==> src/hw/dsp_pkg.sv <==
package dsp_pkg;
  localparam int CLK_MHZ     = 250;
  localparam int CYC_PER_MS  = CLK_MHZ * 1000;
  localparam int MOTOR_MS    = 500;
  localparam int MOTOR525_MS = 750;
  localparam int DIRCHG_MS   = 15;
  localparam int SETTLE_MS   = 15;
  localparam int STEP_NS     = 1000;
  localparam int WPULSE_NS   = 125;
  localparam int MOTOR_CYC    = MOTOR_MS * CYC_PER_MS;
  localparam int MOTOR525_CYC = MOTOR525_MS * CYC_PER_MS;
  localparam int DIRCHG_CYC   = DIRCHG_MS * CYC_PER_MS;
  localparam int SETTLE_CYC   = SETTLE_MS * CYC_PER_MS;
  localparam int STEP_CYC     = (STEP_NS * CLK_MHZ + 999) / 1000;
  localparam int WPULSE_CYC   = (WPULSE_NS * CLK_MHZ + 999) / 1000;
  localparam int CNT_W = 28;
  localparam int WP_W  = 6;
  localparam int ADR_W = 8;
  localparam logic [ADR_W-1:0] ADR_ST1  = 8'h00;
  localparam logic [ADR_W-1:0] ADR_ST2  = 8'h04;
  localparam logic [ADR_W-1:0] ADR_ST3  = 8'h08;
  localparam logic [ADR_W-1:0] ADR_CTRL = 8'h0C;
  localparam logic [ADR_W-1:0] ADR_STEP = 8'h10;
  localparam logic [ADR_W-1:0] ADR_STAT = 8'h14;
  localparam int ST1_EOT = 7, ST1_RSV6 = 6, ST1_CRC = 5, ST1_OVR = 4;
  localparam int ST1_RSV3 = 3, ST1_NODATA = 2, ST1_NOWR = 1, ST1_NOAM = 0;
  localparam int ST2_RSV7 = 7, ST2_CTLMARK = 6, ST2_DCRC = 5, ST2_WTRK = 4;
  localparam int ST2_SEQ = 3, ST2_SNS = 2, ST2_BADTRK = 1, ST2_DAM = 0;
  localparam int ST3_WP = 6, ST3_T0 = 4, ST3_HD = 2, ST3_US = 0;
  localparam logic [7:0] ST3_FIXED = 8'h28;
  localparam int CTRL_SEL = 0, CTRL_UNIT = 1, CTRL_MOTOR = 3, CTRL_HEAD = 4;
  localparam int CTRL_HD = 5, CTRL_K525 = 6, CTRL_WGATE = 7;
  localparam logic [7:0] CTRL_RST = 8'h00;
  localparam int STEP_DIR = 0;
  localparam int STAT_BUSY = 0, STAT_MOTOK = 1, STAT_READY = 2, STAT_CHG = 3;
  localparam int STAT_IDX = 4, STAT_UKIND = 5, STAT_MKIND = 7;
  localparam logic [7:0] TRK_NONE = 8'hFF;
  localparam int PIN_IDX = 0, PIN_T0 = 1, PIN_WP = 2, PIN_RD = 3, PIN_CHG = 4;
  localparam int PIN_UK = 5, PIN_MK = 7;
  localparam int SYNC_W = 9;
  localparam logic [SYNC_W-1:0] SYNC_RST = 9'h1FF;
  typedef enum logic [2:0] {
    STP_IDLE, STP_SETUP, STP_PULSE, STP_HOLD, STP_SETTLE
  } dsp_step_type;
endpackage : dsp_pkg

==> src/hw/dsp_sync3.sv <==
module dsp_sync3 (
  input  wire logic                      core_clk, // system clock
  input  wire logic                      rst,      // sync reset, high
  input  wire logic [dsp_pkg::SYNC_W-1:0] d,       // raw pin levels
  output logic      [dsp_pkg::SYNC_W-1:0] q        // filtered levels
);
  logic [dsp_pkg::SYNC_W-1:0] s1_ff;
  logic [dsp_pkg::SYNC_W-1:0] s2_ff;
  logic [dsp_pkg::SYNC_W-1:0] s3_ff;

  always_ff @(posedge core_clk) begin
    if (rst) begin
      s1_ff <= dsp_pkg::SYNC_RST;
      s2_ff <= dsp_pkg::SYNC_RST;
      s3_ff <= dsp_pkg::SYNC_RST;
    end else begin
      s1_ff <= d;
      s2_ff <= s1_ff;
      s3_ff <= s2_ff;
    end
  end

  // a bit only moves once stages two and three agree
  genvar i;
  for (i = 0; i < dsp_pkg::SYNC_W; i++) begin : g_agree
    always_ff @(posedge core_clk) begin
      if (rst) begin
        q[i] <= dsp_pkg::SYNC_RST[i];
      end else if (s2_ff[i] == s3_ff[i]) begin
        q[i] <= s3_ff[i];
      end
    end
  end
endmodule : dsp_sync3

==> src/hw/dsp_top.sv <==
// The Wishbone interface to the registers and the register offsets are this design's own decisions.
module dsp_top #(
  parameter int MOTOR_CYC    = dsp_pkg::MOTOR_CYC,
  parameter int MOTOR525_CYC = dsp_pkg::MOTOR525_CYC,
  parameter int DIRCHG_CYC   = dsp_pkg::DIRCHG_CYC,
  parameter int SETTLE_CYC   = dsp_pkg::SETTLE_CYC
) (
  input  wire logic                     core_clk,       // 250 MHz clock
  input  wire logic                     rst,            // sync reset, high
  input  wire logic                     wb_cyc_i,       // bus cycle
  input  wire logic                     wb_stb_i,       // bus strobe
  input  wire logic                     wb_we_i,        // write
  input  wire logic [dsp_pkg::ADR_W-1:0] wb_adr_i,      // byte address
  input  wire logic [3:0]               wb_sel_i,       // byte lanes
  input  wire logic [31:0]              wb_dat_i,       // write data
  output logic      [31:0]              wb_dat_o,       // read data
  output logic                          wb_ack_o,       // ack
  input  wire logic                     cmd_start,      // new command pulse
  input  wire logic                     cmd_write_type, // write/format active
  input  wire logic                     ev_past_eot,    // past last sector
  input  wire logic                     ev_crc_id,      // id checksum bad
  input  wire logic                     ev_crc_data,    // data checksum bad
  input  wire logic                     ev_overrun,     // host too slow
  input  wire logic                     ev_no_data,     // sector/id not found
  input  wire logic                     ev_id_mark_miss, // no id mark
  input  wire logic                     ev_dat_mark_miss, // no data mark
  input  wire logic                     ev_mark_mismatch, // mark type differs
  input  wire logic                     trk_check,      // compare tracks now
  input  wire logic [7:0]               medium_track,   // track from medium
  input  wire logic [7:0]               expected_track, // commanded track
  input  wire logic                     ev_scan_equal,  // scan equal met
  input  wire logic                     ev_scan_miss,   // scan not met
  input  wire logic                     flux_req,       // write one reversal
  output logic                          op_ready,       // access allowed
  output logic                          idx_pulse,      // index seen
  output logic                          rd_pulse,       // read reversal seen
  output logic                          sel_n,          // drive select
  output logic                          motor_n,        // motor enable
  output logic                          dir_n,          // direction in
  output logic                          step_n,         // step
  output logic                          wdata_n,        // write data
  output logic                          wen_n,          // write enable
  output logic                          head_n,         // head 1 select
  output logic                          density_n,      // high density
  input  wire logic                     index_n,        // index pin
  input  wire logic                     track0_n,       // track zero pin
  input  wire logic                     wprot_n,        // write protect pin
  input  wire logic                     rdata_n,        // read data pin
  input  wire logic                     chg_n,          // disk change pin
  input  wire logic [1:0]               unit_kind_code, // drive type
  input  wire logic [1:0]               medium_kind_code // medium type
);
  logic [7:0]                st1_ff, nxt_st1;
  logic [7:0]                st2_ff, nxt_st2;
  logic [7:0]                st3;
  logic [7:0]                ctrl_ff;
  logic                      ack_ff;
  logic [31:0]               dat_ff;
  logic [31:0]               rd_mux;
  logic [dsp_pkg::SYNC_W-1:0] pin_q;
  logic [dsp_pkg::SYNC_W-1:0] pin_prev_ff;
  logic [dsp_pkg::CNT_W-1:0] mot_cnt_ff;
  logic                      mot_ok;
  dsp_pkg::dsp_step_type     state_ff, nxt_state;
  logic [dsp_pkg::CNT_W-1:0] cnt_ff, nxt_cnt;
  logic                      dir_ff, nxt_dir;
  logic                      dirchg_ff, nxt_dirchg;
  logic                      req_ff, req_dir_ff;
  logic                      take;
  logic [dsp_pkg::WP_W-1:0]  wp_cnt_ff;
  logic                      wen_ff;
  logic                      wr_acc, wr_step;
  logic                      wp_act;

  function automatic logic reached(input logic [dsp_pkg::CNT_W-1:0] c, input int n);
    reached = (c >= dsp_pkg::CNT_W'(n - 1));
  endfunction : reached

  dsp_sync3 u_sync (
    .core_clk (core_clk),
    .rst      (rst),
    .d        ({medium_kind_code, unit_kind_code, chg_n, rdata_n, wprot_n,
                track0_n, index_n}),
    .q        (pin_q)
  );

  assign wp_act = ~pin_q[dsp_pkg::PIN_WP];

  // bus slave: ack one cycle after the request, then drop
  assign wr_acc  = wb_cyc_i & wb_stb_i & wb_we_i & ~ack_ff & wb_sel_i[0];
  assign wr_step = wr_acc & (wb_adr_i == dsp_pkg::ADR_STEP);

  always_comb begin
    rd_mux = '0;
    case (wb_adr_i)
      dsp_pkg::ADR_ST1:  rd_mux[7:0] = st1_ff;
      dsp_pkg::ADR_ST2:  rd_mux[7:0] = st2_ff;
      dsp_pkg::ADR_ST3:  rd_mux[7:0] = st3;
      dsp_pkg::ADR_CTRL: rd_mux[7:0] = ctrl_ff;
      dsp_pkg::ADR_STAT: begin
        rd_mux[dsp_pkg::STAT_BUSY]  = (state_ff != dsp_pkg::STP_IDLE) | req_ff;
        rd_mux[dsp_pkg::STAT_MOTOK] = mot_ok;
        rd_mux[dsp_pkg::STAT_READY] = op_ready;
        rd_mux[dsp_pkg::STAT_CHG]   = ~pin_q[dsp_pkg::PIN_CHG];
        rd_mux[dsp_pkg::STAT_IDX]   = ~pin_q[dsp_pkg::PIN_IDX];
        rd_mux[dsp_pkg::STAT_UKIND +: 2] = pin_q[dsp_pkg::PIN_UK +: 2];
        rd_mux[dsp_pkg::STAT_MKIND +: 2] = pin_q[dsp_pkg::PIN_MK +: 2];
      end
      default: rd_mux = '0;
    endcase
  end

  always_ff @(posedge core_clk) begin
    if (rst) begin
      ack_ff <= 1'b0;
      dat_ff <= '0;
    end else begin
      ack_ff <= wb_cyc_i & wb_stb_i & ~ack_ff;
      if (wb_cyc_i & wb_stb_i & ~ack_ff) begin
        dat_ff <= rd_mux;
      end
    end
  end
  assign wb_ack_o = ack_ff;
  assign wb_dat_o = dat_ff;

  always_ff @(posedge core_clk) begin
    if (rst) begin
      ctrl_ff <= dsp_pkg::CTRL_RST;
    end else if (wr_acc && wb_adr_i == dsp_pkg::ADR_CTRL) begin
      ctrl_ff <= wb_dat_i[7:0];
    end
  end

  // result status: a new command clears, any event in that cycle still sets
  always_comb begin
    nxt_st1 = cmd_start ? 8'h00 : st1_ff;
    nxt_st2 = cmd_start ? 8'h00 : st2_ff;
    if (ev_past_eot) nxt_st1[dsp_pkg::ST1_EOT] = 1'b1;
    if (ev_crc_id | ev_crc_data) nxt_st1[dsp_pkg::ST1_CRC] = 1'b1;
    if (ev_crc_data) nxt_st2[dsp_pkg::ST2_DCRC] = 1'b1;
    if (ev_overrun) nxt_st1[dsp_pkg::ST1_OVR] = 1'b1;
    if (ev_no_data) nxt_st1[dsp_pkg::ST1_NODATA] = 1'b1;
    if (cmd_write_type & wp_act) nxt_st1[dsp_pkg::ST1_NOWR] = 1'b1;
    if (ev_id_mark_miss) begin
      nxt_st1[dsp_pkg::ST1_NOAM] = 1'b1;
      nxt_st2[dsp_pkg::ST2_DAM]  = 1'b0;
    end
    if (ev_dat_mark_miss) begin
      nxt_st1[dsp_pkg::ST1_NOAM] = 1'b1;
      nxt_st2[dsp_pkg::ST2_DAM]  = 1'b1;
    end
    if (ev_mark_mismatch) nxt_st2[dsp_pkg::ST2_CTLMARK] = 1'b1;
    if (trk_check && medium_track != expected_track) begin
      nxt_st2[dsp_pkg::ST2_WTRK]   = 1'b1;
      nxt_st1[dsp_pkg::ST1_NODATA] = 1'b1;
    end
    if (trk_check && medium_track == dsp_pkg::TRK_NONE
        && expected_track != dsp_pkg::TRK_NONE) begin
      nxt_st2[dsp_pkg::ST2_BADTRK] = 1'b1;
      nxt_st1[dsp_pkg::ST1_NODATA] = 1'b1;
    end
    if (ev_scan_equal) nxt_st2[dsp_pkg::ST2_SEQ] = 1'b1;
    if (ev_scan_miss) nxt_st2[dsp_pkg::ST2_SNS] = 1'b1;
    nxt_st1[dsp_pkg::ST1_RSV6] = 1'b0;
    nxt_st1[dsp_pkg::ST1_RSV3] = 1'b0;
    nxt_st2[dsp_pkg::ST2_RSV7] = 1'b0;
  end

  always_ff @(posedge core_clk) begin
    if (rst) begin
      st1_ff <= 8'h00;
      st2_ff <= 8'h00;
    end else begin
      st1_ff <= nxt_st1;
      st2_ff <= nxt_st2;
    end
  end

  // live snapshot, fixed bits 5 and 3 high, bit 7 low
  always_comb begin
    st3 = dsp_pkg::ST3_FIXED;
    st3[dsp_pkg::ST3_WP] = wp_act;
    st3[dsp_pkg::ST3_T0] = ~pin_q[dsp_pkg::PIN_T0];
    st3[dsp_pkg::ST3_HD] = ctrl_ff[dsp_pkg::CTRL_HEAD];
    st3[dsp_pkg::ST3_US +: 2] = ctrl_ff[dsp_pkg::CTRL_UNIT +: 2];
  end

  // pulses from an unselected drive are not trusted
  always_ff @(posedge core_clk) begin
    if (rst) begin
      pin_prev_ff <= dsp_pkg::SYNC_RST;
    end else begin
      pin_prev_ff <= pin_q;
    end
  end
  assign idx_pulse = ctrl_ff[dsp_pkg::CTRL_SEL] & pin_prev_ff[dsp_pkg::PIN_IDX]
                     & ~pin_q[dsp_pkg::PIN_IDX];
  assign rd_pulse  = ctrl_ff[dsp_pkg::CTRL_SEL] & pin_prev_ff[dsp_pkg::PIN_RD]
                     & ~pin_q[dsp_pkg::PIN_RD];

  // spin-up timer restarts whenever the motor is switched off
  always_ff @(posedge core_clk) begin
    if (rst || !ctrl_ff[dsp_pkg::CTRL_MOTOR]) begin
      mot_cnt_ff <= '0;
    end else if (!mot_ok) begin
      mot_cnt_ff <= mot_cnt_ff + 1'b1;
    end
  end
  assign mot_ok = ctrl_ff[dsp_pkg::CTRL_MOTOR] & (mot_cnt_ff >= (ctrl_ff[dsp_pkg::CTRL_K525]
                  ? dsp_pkg::CNT_W'(MOTOR525_CYC) : dsp_pkg::CNT_W'(MOTOR_CYC)));

  // one step per write; writes while busy are dropped
  always_ff @(posedge core_clk) begin
    if (rst) begin
      req_ff     <= 1'b0;
      req_dir_ff <= 1'b0;
    end else if (take) begin
      req_ff <= 1'b0;
    end else if (wr_step && !req_ff && state_ff == dsp_pkg::STP_IDLE) begin
      req_ff     <= 1'b1;
      req_dir_ff <= wb_dat_i[dsp_pkg::STEP_DIR];
    end
  end

  // every step gets full settle, trading seek speed for simplicity
  always_comb begin
    nxt_state  = state_ff;
    nxt_cnt    = cnt_ff + 1'b1;
    nxt_dir    = dir_ff;
    nxt_dirchg = dirchg_ff;
    take       = 1'b0;
    case (state_ff)
      dsp_pkg::STP_IDLE: begin
        nxt_cnt = '0;
        if (req_ff && mot_ok) begin
          take       = 1'b1;
          nxt_dir    = req_dir_ff;
          nxt_dirchg = req_dir_ff != dir_ff;
          nxt_state  = dsp_pkg::STP_SETUP;
        end
      end
      dsp_pkg::STP_SETUP: begin
        if (reached(cnt_ff, dirchg_ff ? DIRCHG_CYC : dsp_pkg::STEP_CYC)) begin
          nxt_cnt   = '0;
          nxt_state = dsp_pkg::STP_PULSE;
        end
      end
      dsp_pkg::STP_PULSE: begin
        if (reached(cnt_ff, dsp_pkg::STEP_CYC)) begin
          nxt_cnt   = '0;
          nxt_state = dsp_pkg::STP_HOLD;
        end
      end
      dsp_pkg::STP_HOLD: begin
        if (reached(cnt_ff, dsp_pkg::STEP_CYC)) begin
          nxt_cnt   = '0;
          nxt_state = dsp_pkg::STP_SETTLE;
        end
      end
      dsp_pkg::STP_SETTLE: begin
        if (reached(cnt_ff, SETTLE_CYC)) begin
          nxt_cnt   = '0;
          nxt_state = dsp_pkg::STP_IDLE;
        end
      end
      default: begin
        nxt_cnt   = '0;
        nxt_state = dsp_pkg::STP_IDLE;
      end
    endcase
  end

  always_ff @(posedge core_clk) begin
    if (rst) begin
      state_ff  <= dsp_pkg::STP_IDLE;
      cnt_ff    <= '0;
      dir_ff    <= 1'b0;
      dirchg_ff <= 1'b0;
    end else begin
      state_ff  <= nxt_state;
      cnt_ff    <= nxt_cnt;
      dir_ff    <= nxt_dir;
      dirchg_ff <= nxt_dirchg;
    end
  end

  assign op_ready = mot_ok & (state_ff == dsp_pkg::STP_IDLE) & ~req_ff;

  // write gate opens only once spin-up and settle are done
  always_ff @(posedge core_clk) begin
    if (rst) begin
      wen_ff <= 1'b0;
    end else begin
      wen_ff <= ctrl_ff[dsp_pkg::CTRL_WGATE] & ctrl_ff[dsp_pkg::CTRL_SEL]
                & op_ready & ~wp_act;
    end
  end

  always_ff @(posedge core_clk) begin
    if (rst) begin
      wp_cnt_ff <= '0;
    end else if (wp_cnt_ff != '0) begin
      wp_cnt_ff <= wp_cnt_ff - 1'b1;
    end else if (flux_req && wen_ff) begin
      wp_cnt_ff <= dsp_pkg::WP_W'(dsp_pkg::WPULSE_CYC);
    end
  end

  assign sel_n     = ~ctrl_ff[dsp_pkg::CTRL_SEL];
  assign motor_n   = ~ctrl_ff[dsp_pkg::CTRL_MOTOR];
  assign dir_n     = ~dir_ff;
  assign step_n    = state_ff != dsp_pkg::STP_PULSE;
  assign wdata_n   = wp_cnt_ff == '0;
  assign wen_n     = ~wen_ff;
  assign head_n    = ~ctrl_ff[dsp_pkg::CTRL_HEAD];
  assign density_n = ~ctrl_ff[dsp_pkg::CTRL_HD];

  logic [8:0] lo_cnt_ff;
  always_ff @(posedge core_clk) begin
    if (rst || step_n) lo_cnt_ff <= '0;
    else lo_cnt_ff <= lo_cnt_ff + 1'b1;
  end
  localparam logic [8:0] STEP_LO = 9'(dsp_pkg::STEP_CYC);
endmodule : dsp_top

==> config.mk <==
export PLATFORM = sky130hd
export DESIGN_NAME = dsp_top
export DESIGN_NICKNAME = d
export VERILOG_FILES = /design/src/hw/dsp_pkg.sv /design/src/hw/dsp_sync3.sv /design/src/hw/dsp_top.sv
export SDC_FILE = /design/constraint.sdc
export NUM_CORES = 1
export LEC_CHECK = 0
export CAP_MARGIN = 40
export CORE_UTILIZATION = 45
export CTS_CLUSTER_DIAMETER = 100
export DETAILED_ROUTE_END_ITERATION = 16
export DONT_BUFFER_PORTS = 1
export PLACE_DENSITY = 0.71
export SYNTH_ARGS = -nofsm -noshare
export SYNTH_HDL_FRONTEND = slang
export SYNTH_SLANG_ARGS = --single-unit
==> constraint.sdc <==
create_clock -name core_clk -period 3.3 [get_ports core_clk]
set_input_delay 0.495 -clock core_clk [delete_from_list [all_inputs] [get_ports core_clk]]
set_output_delay 0.495 -clock core_clk [all_outputs]
set_load 0.05 [all_outputs]
=== Yosys cells after proc, flatten, opt, wreduce, memory -nomap -nowiden ===
Index checks and enable logic that the tools add are counted.

* Add/sub/neg operators: 4
* Magnitude comparators: 4
* Equality and inequality tests: 28
* Mux-type cells: 37
* Bitwise logic cells: 33
* Reduce and logical (&&, ||, !) cells: 34

{| class="wikitable"
|+ Operators by type and width
! kind !! number
|-
| 28-bit 2-to-1 mux || 4
|-
| 28-bit case mux with 3 select lines || 1
|-
| 28-bit by 1-bit adder with 28-bit output (second input constant) || 2
|-
| 28-bit greater-or-equal comparator || 2
|-
| 8-bit case mux with 5 select lines || 1
|-
| 28-bit by 22-bit greater-or-equal comparator with 1-bit output (second input constant) || 1
|-
| 28-bit by 8-bit greater-or-equal comparator with 1-bit output (second input constant) || 1
|-
| 22-bit by 1-bit subtractor with 23-bit output (second input constant) || 1
|-
| 22-bit 2-to-1 mux || 1
|-
| 2-bit nonzero test || 11
|-
| 1-bit 2-to-1 mux || 20
|-
| 1-bit AND || 17
|-
| 8-bit by 4-bit == test with 1-bit output (second input constant) || 2
|-
| 8-bit by 5-bit == test with 1-bit output (second input constant) || 2
|-
| 3-bit 2-to-1 mux || 5
|-
| 3-bit case mux with 5 select lines || 1
|-
| 1-bit inverter || 14
|-
| 6-bit 2-to-1 mux || 2
|-
| 2-bit != test (second input constant) || 5
|-
| 1-bit == test || 9
|-
| 8-bit by 3-bit == test with 1-bit output (second input constant) || 1
|-
| 8-bit == test (second input constant) || 1
|-
| 1-bit logical AND || 8
|-
| 8-bit zero test || 1
|-
| other kinds (21) || 27
|}

* Flip-flop bits (word level): 143
* Input bits: 88
* Output and inout bits: 44
* Logic and storage cells: 179

=== Depth between registers and ports, before layout ===
* Word-level depth: 8
* Mapped depth: 10
* Depth with buffers taken out: 8

=== Hierarchy ===
From an unflattened synthesis, not the netlist that was laid out.

* Cells, all modules: 773
* Area total of the unflattened synthesis: 6,692.7 µm²

{| class="wikitable"
|+ Modules (own cells, without submodules)
! module !! instances !! cells each !! area an instance (µm²) !! sequential area each (µm²)
|-
| dsp_top || 1 || 680 || 5,622.9 || 2,062.0
|-
| dsp_sync3 || 1 || 93 || 1,069.8 || 720.7
|}

=== Worst setup path before layout ===
No wires, ideal clock.

* Path type: reg2out
* Start point: register ctrl_ff[6]
* End point: output port op_ready
* Data arrival time: 2,497 ps
* Data required time: 2,805 ps
* Slack: 308 ps
* Cell stages (with the launch flop): 11
* Buffers on the path: 2
* Path through: dfxtp_1 inv_1 ha_1 nand4b_1 o221a_1 a2111oi_2 or3_4 buf_6 buf_6 nand2_1 inv_1

* Longest elaborated chain between the ends: 5

{| class="wikitable"
|+ Ends and longest elaborated chain
! what !! RTL line !! source
|-
| start: declaration || dsp_top.sv:56 || <nowiki>logic [7:0] ctrl_ff;</nowiki>
|-
| start signal: assignment || dsp_top.sv:129 || <nowiki>ctrl_ff <= dsp_pkg::CTRL_RST;</nowiki>
|-
| start signal: assignment || dsp_top.sv:131 || <nowiki>ctrl_ff <= wb_dat_i[7:0];</nowiki>
|-
| 28-bit 2-to-1 mux || dsp_top.sv:211 || <nowiki>? dsp_pkg::CNT_W'(MOTOR525_CYC) : dsp_pkg::CNT_W'(MOTOR_CYC)));</nowiki>
|-
| 28-bit greater-or-equal comparator || dsp_top.sv:210 || <nowiki>assign mot_ok = ctrl_ff[dsp_pkg::CTRL_MOTOR] & (mot_cnt_ff >= (ctrl_ff[dsp_pkg::CTRL_K525]</nowiki>
|-
| 1-bit AND || dsp_top.sv:210 ||
|-
| 1-bit AND (2 in a row) || dsp_top.sv:288 || <nowiki>assign op_ready = mot_ok & (state_ff == dsp_pkg::STP_IDLE) & ~req_ff;</nowiki>
|-
| end: declaration || dsp_top.sv:34 || <nowiki>output logic op_ready,</nowiki>
|}

Every way passes these cells.

=== Worst setup path in the final report ===
* Start point: register mot_cnt_ff[5] in the netlist's numbering
* End point: output port op_ready

* Longest elaborated chain between the ends: 4

{| class="wikitable"
|+ Ends and longest elaborated chain
! what !! RTL line !! source
|-
| start: declaration || dsp_top.sv:62 || <nowiki>logic [dsp_pkg::CNT_W-1:0] mot_cnt_ff;</nowiki>
|-
| start signal: assignment || dsp_top.sv:207 || <nowiki>mot_cnt_ff <= mot_cnt_ff + 1'b1;</nowiki>
|-
| 28-bit greater-or-equal comparator || dsp_top.sv:210 ||
|-
| 1-bit AND || dsp_top.sv:210 ||
|-
| 1-bit AND (2 in a row) || dsp_top.sv:288 ||
|}

Every way passes these cells.

==> flow_summary.toml <==
[cells_and_area]
nets = 898
drive_gt1_frac = 0.1225
area_growth_pct = 11.62

[critical_path]
critical_path.max_fanout = 3
crit_family = "compound AO/OA/AOI/OAI gates"
timing.rr.start = "ctrl_ff[6]"
crit_chain = "inv_1 > ha_1 > or3b_1 > o221a_1 > a2111oi_4 > or3_4 > nand2_1 > inv_2 > buf_12"
crit_required_ns = 2.80
r2r_setup_slack_ns = 0.24
worst_setup_path_end_kind = "primary output"
crit_start = "mot_cnt_ff[5]"
cpPeakStageDelay_ns = 0.44
reg2reg_depth = 10
arrival_ns = 2.71
cp_num_buf_inv = 3
slowest_stage = "a2111oi_4"
worst_setup_path_start_kind = "flip-flop"
critical_path_class = "flip-flop to primary output"
rr_endpoint = "mot_cnt_ff[5]"

[grt]
antenna_found_initial = 1
grt_pass1_vias = 4937
grt_max_degree = 88
grt_pass1_wl_um = 23870
track_usage = 0.2014
grt_remaining_overflow = 0

[timing]
fmax_mhz = 312.4
slew_viol_final = 0
relSlewSlack = 0.4422
fin_skew_ns = 0.007809
tightest_slew_ns = 0.8331
hold_viol = 0
finalCritPeriodShare = 0.9701
setup_tns_ns = 0
rsz0062_at_grt = "false"
setup_violations = 0
worst_slack_ns = 0.09882
fin_crit_ns = 3.201
whs_ns = 0.1656

[synthesis]
ys_types = 65
synthFlopType = "dfxtp_1"
async_reset_ff_frac = 0
synth_edf_count = 0
synth_common_cells = "dfxtp_1 (139), nor2_1 (91), a21oi_1 (51), nand2_1 (48), nand3_1 (32)"
synth.avg_cell_area_um2 = 8.690
ys_seq_area_frac = 0.4142
syn-instance-count = 773
ys_warn_count = 0
yosysTopAreaCellShare = 0.4142
synth.largest_area_cell = "dfxtp_1"
synth_most_common_cell = "dfxtp_1"
synth_area_mm2 = 0.006718
synth-seq-cells = 139
synth.area.top_cells = "dfxtp_1 (41%), ha_1 (5.8%), nor2_1 (5.1%)"

[floorplanning]
ioPinCount = 132
die_area_mm2 = 0.01542
die_x_um = 124.2
core-area_mm2 = 0.01453
start_util = 0.4622
die_h_um = 124.2
rows = 44

[worst_hold_path]
hold_depth = 1
hold_end = "req_ff"
min_path_type = "input pin to flip-flop"
hp-start = "rst"

[route]
firstDrtPassIters = 4
drtIter0Drc = 322
drc = 0
viasPerCell = 5.517
wl_um = 14740
antenna_left = 0
vias = 5390
wl_per_cell_um = 15.09

[place]
hpwl_um = 10240
port_buffers = 0
pre_cts_slack_ns = 0.3100
routabilityCongestion = 0.8305

[clock_network]
cts_hold_repair.buffers = 0
cts_root_buffer = "clkbuf_16"
cts_buffers = 17
clk_path_buf_depth = 2
ctsHtreeMaxLevel = 4
clkLatencyLatePin_ns = 0.43
path_clk_slew_ns = 0.07
cts_tree = "yes"
cts.sinks = 139

[run]
cap_violations = 0

[power_and_ir_drop]
pwr_density_cell_mw_per_mm2 = 532.2
ir_drop_v = 0.0005570
p_leak_nw = 2.793

[run_status]
status = "finished, final reports clean"
## logic make-up after synthesis
logic type | share of synthesized area
fa+ha+maj | 0.05774
other cells | 0.0005582
xor+xnor | 0.04433
flops | 0.4142
compound gates | 0.1365
simple gates | 0.2544
mux | 0.02812
buf+inv | 0.06407
## worst reg2reg max path, delay by kind of cell, from the launching register on
kind / cells / cell delay (ns)
simple gates: 3 / 1.12
buf+inv: 3 / 0.55
flops: 1 / 0.41
fa+ha+maj: 1 / 0.33
compound gates: 3 / 0.59
## registers in the layout (all words and copies together), names as in the netlist, 3 cells and up
signal        flops
cnt_ff           28
mot_cnt_ff       28
u_sync.q          9
u_sync.s1_ff      9
u_sync.s2_ff      9
u_sync.s3_ff      9
wb_dat_o          9
ctrl_ff           8
st2_ff            7
st1_ff            6
wp_cnt_ff         6
state_ff          3
## where the power goes
part | switching, mW | leakage (nW) | internal, mW | total, mW
Sequential | 0.0523 | 1.13 | 1.74 | 1.79
Combinational | 0.205 | 1.37 | 0.114 | 0.319
Clock | 0.811 | 0.288 | 1.07 | 1.88
## cell usage in the layout (no fill, tap or decap), types with 4 or more instances in the layout
| cell type | n |
|---|---|
| dfxtp_1 | 137 |
| nor2_1 | 91 |
| a21oi_1 | 51 |
| nand2_1 | 48 |
| nand3_1 | 32 |
| or2_2 | 31 |
| ha_1 | 31 |
| xnor2_1 | 28 |
| conb_1 | 28 |
| nand4_1 | 27 |
| inv_1 | 24 |
| nor3_1 | 23 |
| o21ai_0 | 21 |
| or4_1 | 20 |
| clkbuf_16 | 17 |
| or3_1 | 15 |
| buf_4 | 14 |
| o211ai_1 | 11 |
| mux2i_1 | 11 |
| and3_1 | 10 |
| a211oi_1 | 9 |
| o21bai_1 | 9 |
| o31ai_1 | 7 |
| xor2_1 | 6 |
| nor2b_1 | 5 |
| inv_6 | 5 |
| a21o_1 | 4 |
| a31oi_1 | 4 |
| inv_8 | 4 |
## how the worst max path moves through the flow
stage	end	slack [ns]	cells past startpoint
5_1_grt	op_ready	0.01	9
6_report	op_ready	0.1	9
3_3_place_gp	mot_cnt_ff[26]	0.35	9
3_5_place_dp	mot_cnt_ff[26]	0.31	9
4_1_cts	op_ready	0.02	9
2_1_floorplan	op_ready	0.31	10
## what timing repair did
action,4_1_cts,5_1_grt
gates cloned,1,0
endpoints found under the setup margin,1,1
buffers inserted,1,2
pin swaps,2,3
gates resized for setup,2,5
## cell type report
type                            count  area, um2
Clock buffer                       18      429.2
Inverter                           25      93.84
Tap cell                          184      230.2
Multi-Input combinational cell    580       3667
Clock inverter                     14      150.1
Fill cell                        1341       7036
Antenna cell                        1      2.502
Timing Repair Buffer               16      140.1
Sequential cell                   139       2785
## per-layer routing
layer | vias to the layer above | wire [um] | global-route usage
met4 | 0 | 375 | 0.07068
met2 | 126 | 6932 | 0.3187
met1 | 2502 | 6639 | 0.2515
met3 | 23 | 794 | 0.07234
li1 | 2739 | - | -
met5 | - | 0 | 0
## stage by stage
stage          total power [mW]    util  instances  area, um2
2_1_floorplan             2.144       -        800       6819
3_3_place_gp              2.138  0.4691        938       6818
3_5_place_dp              2.148  0.4706        940       6840
4_1_cts                   4.023  0.5125        974       7448
5_1_grt                   4.131  0.5158        976       7496
6_report                  3.991  0.5159        977       7498
(Power assumes the default switching activity.)
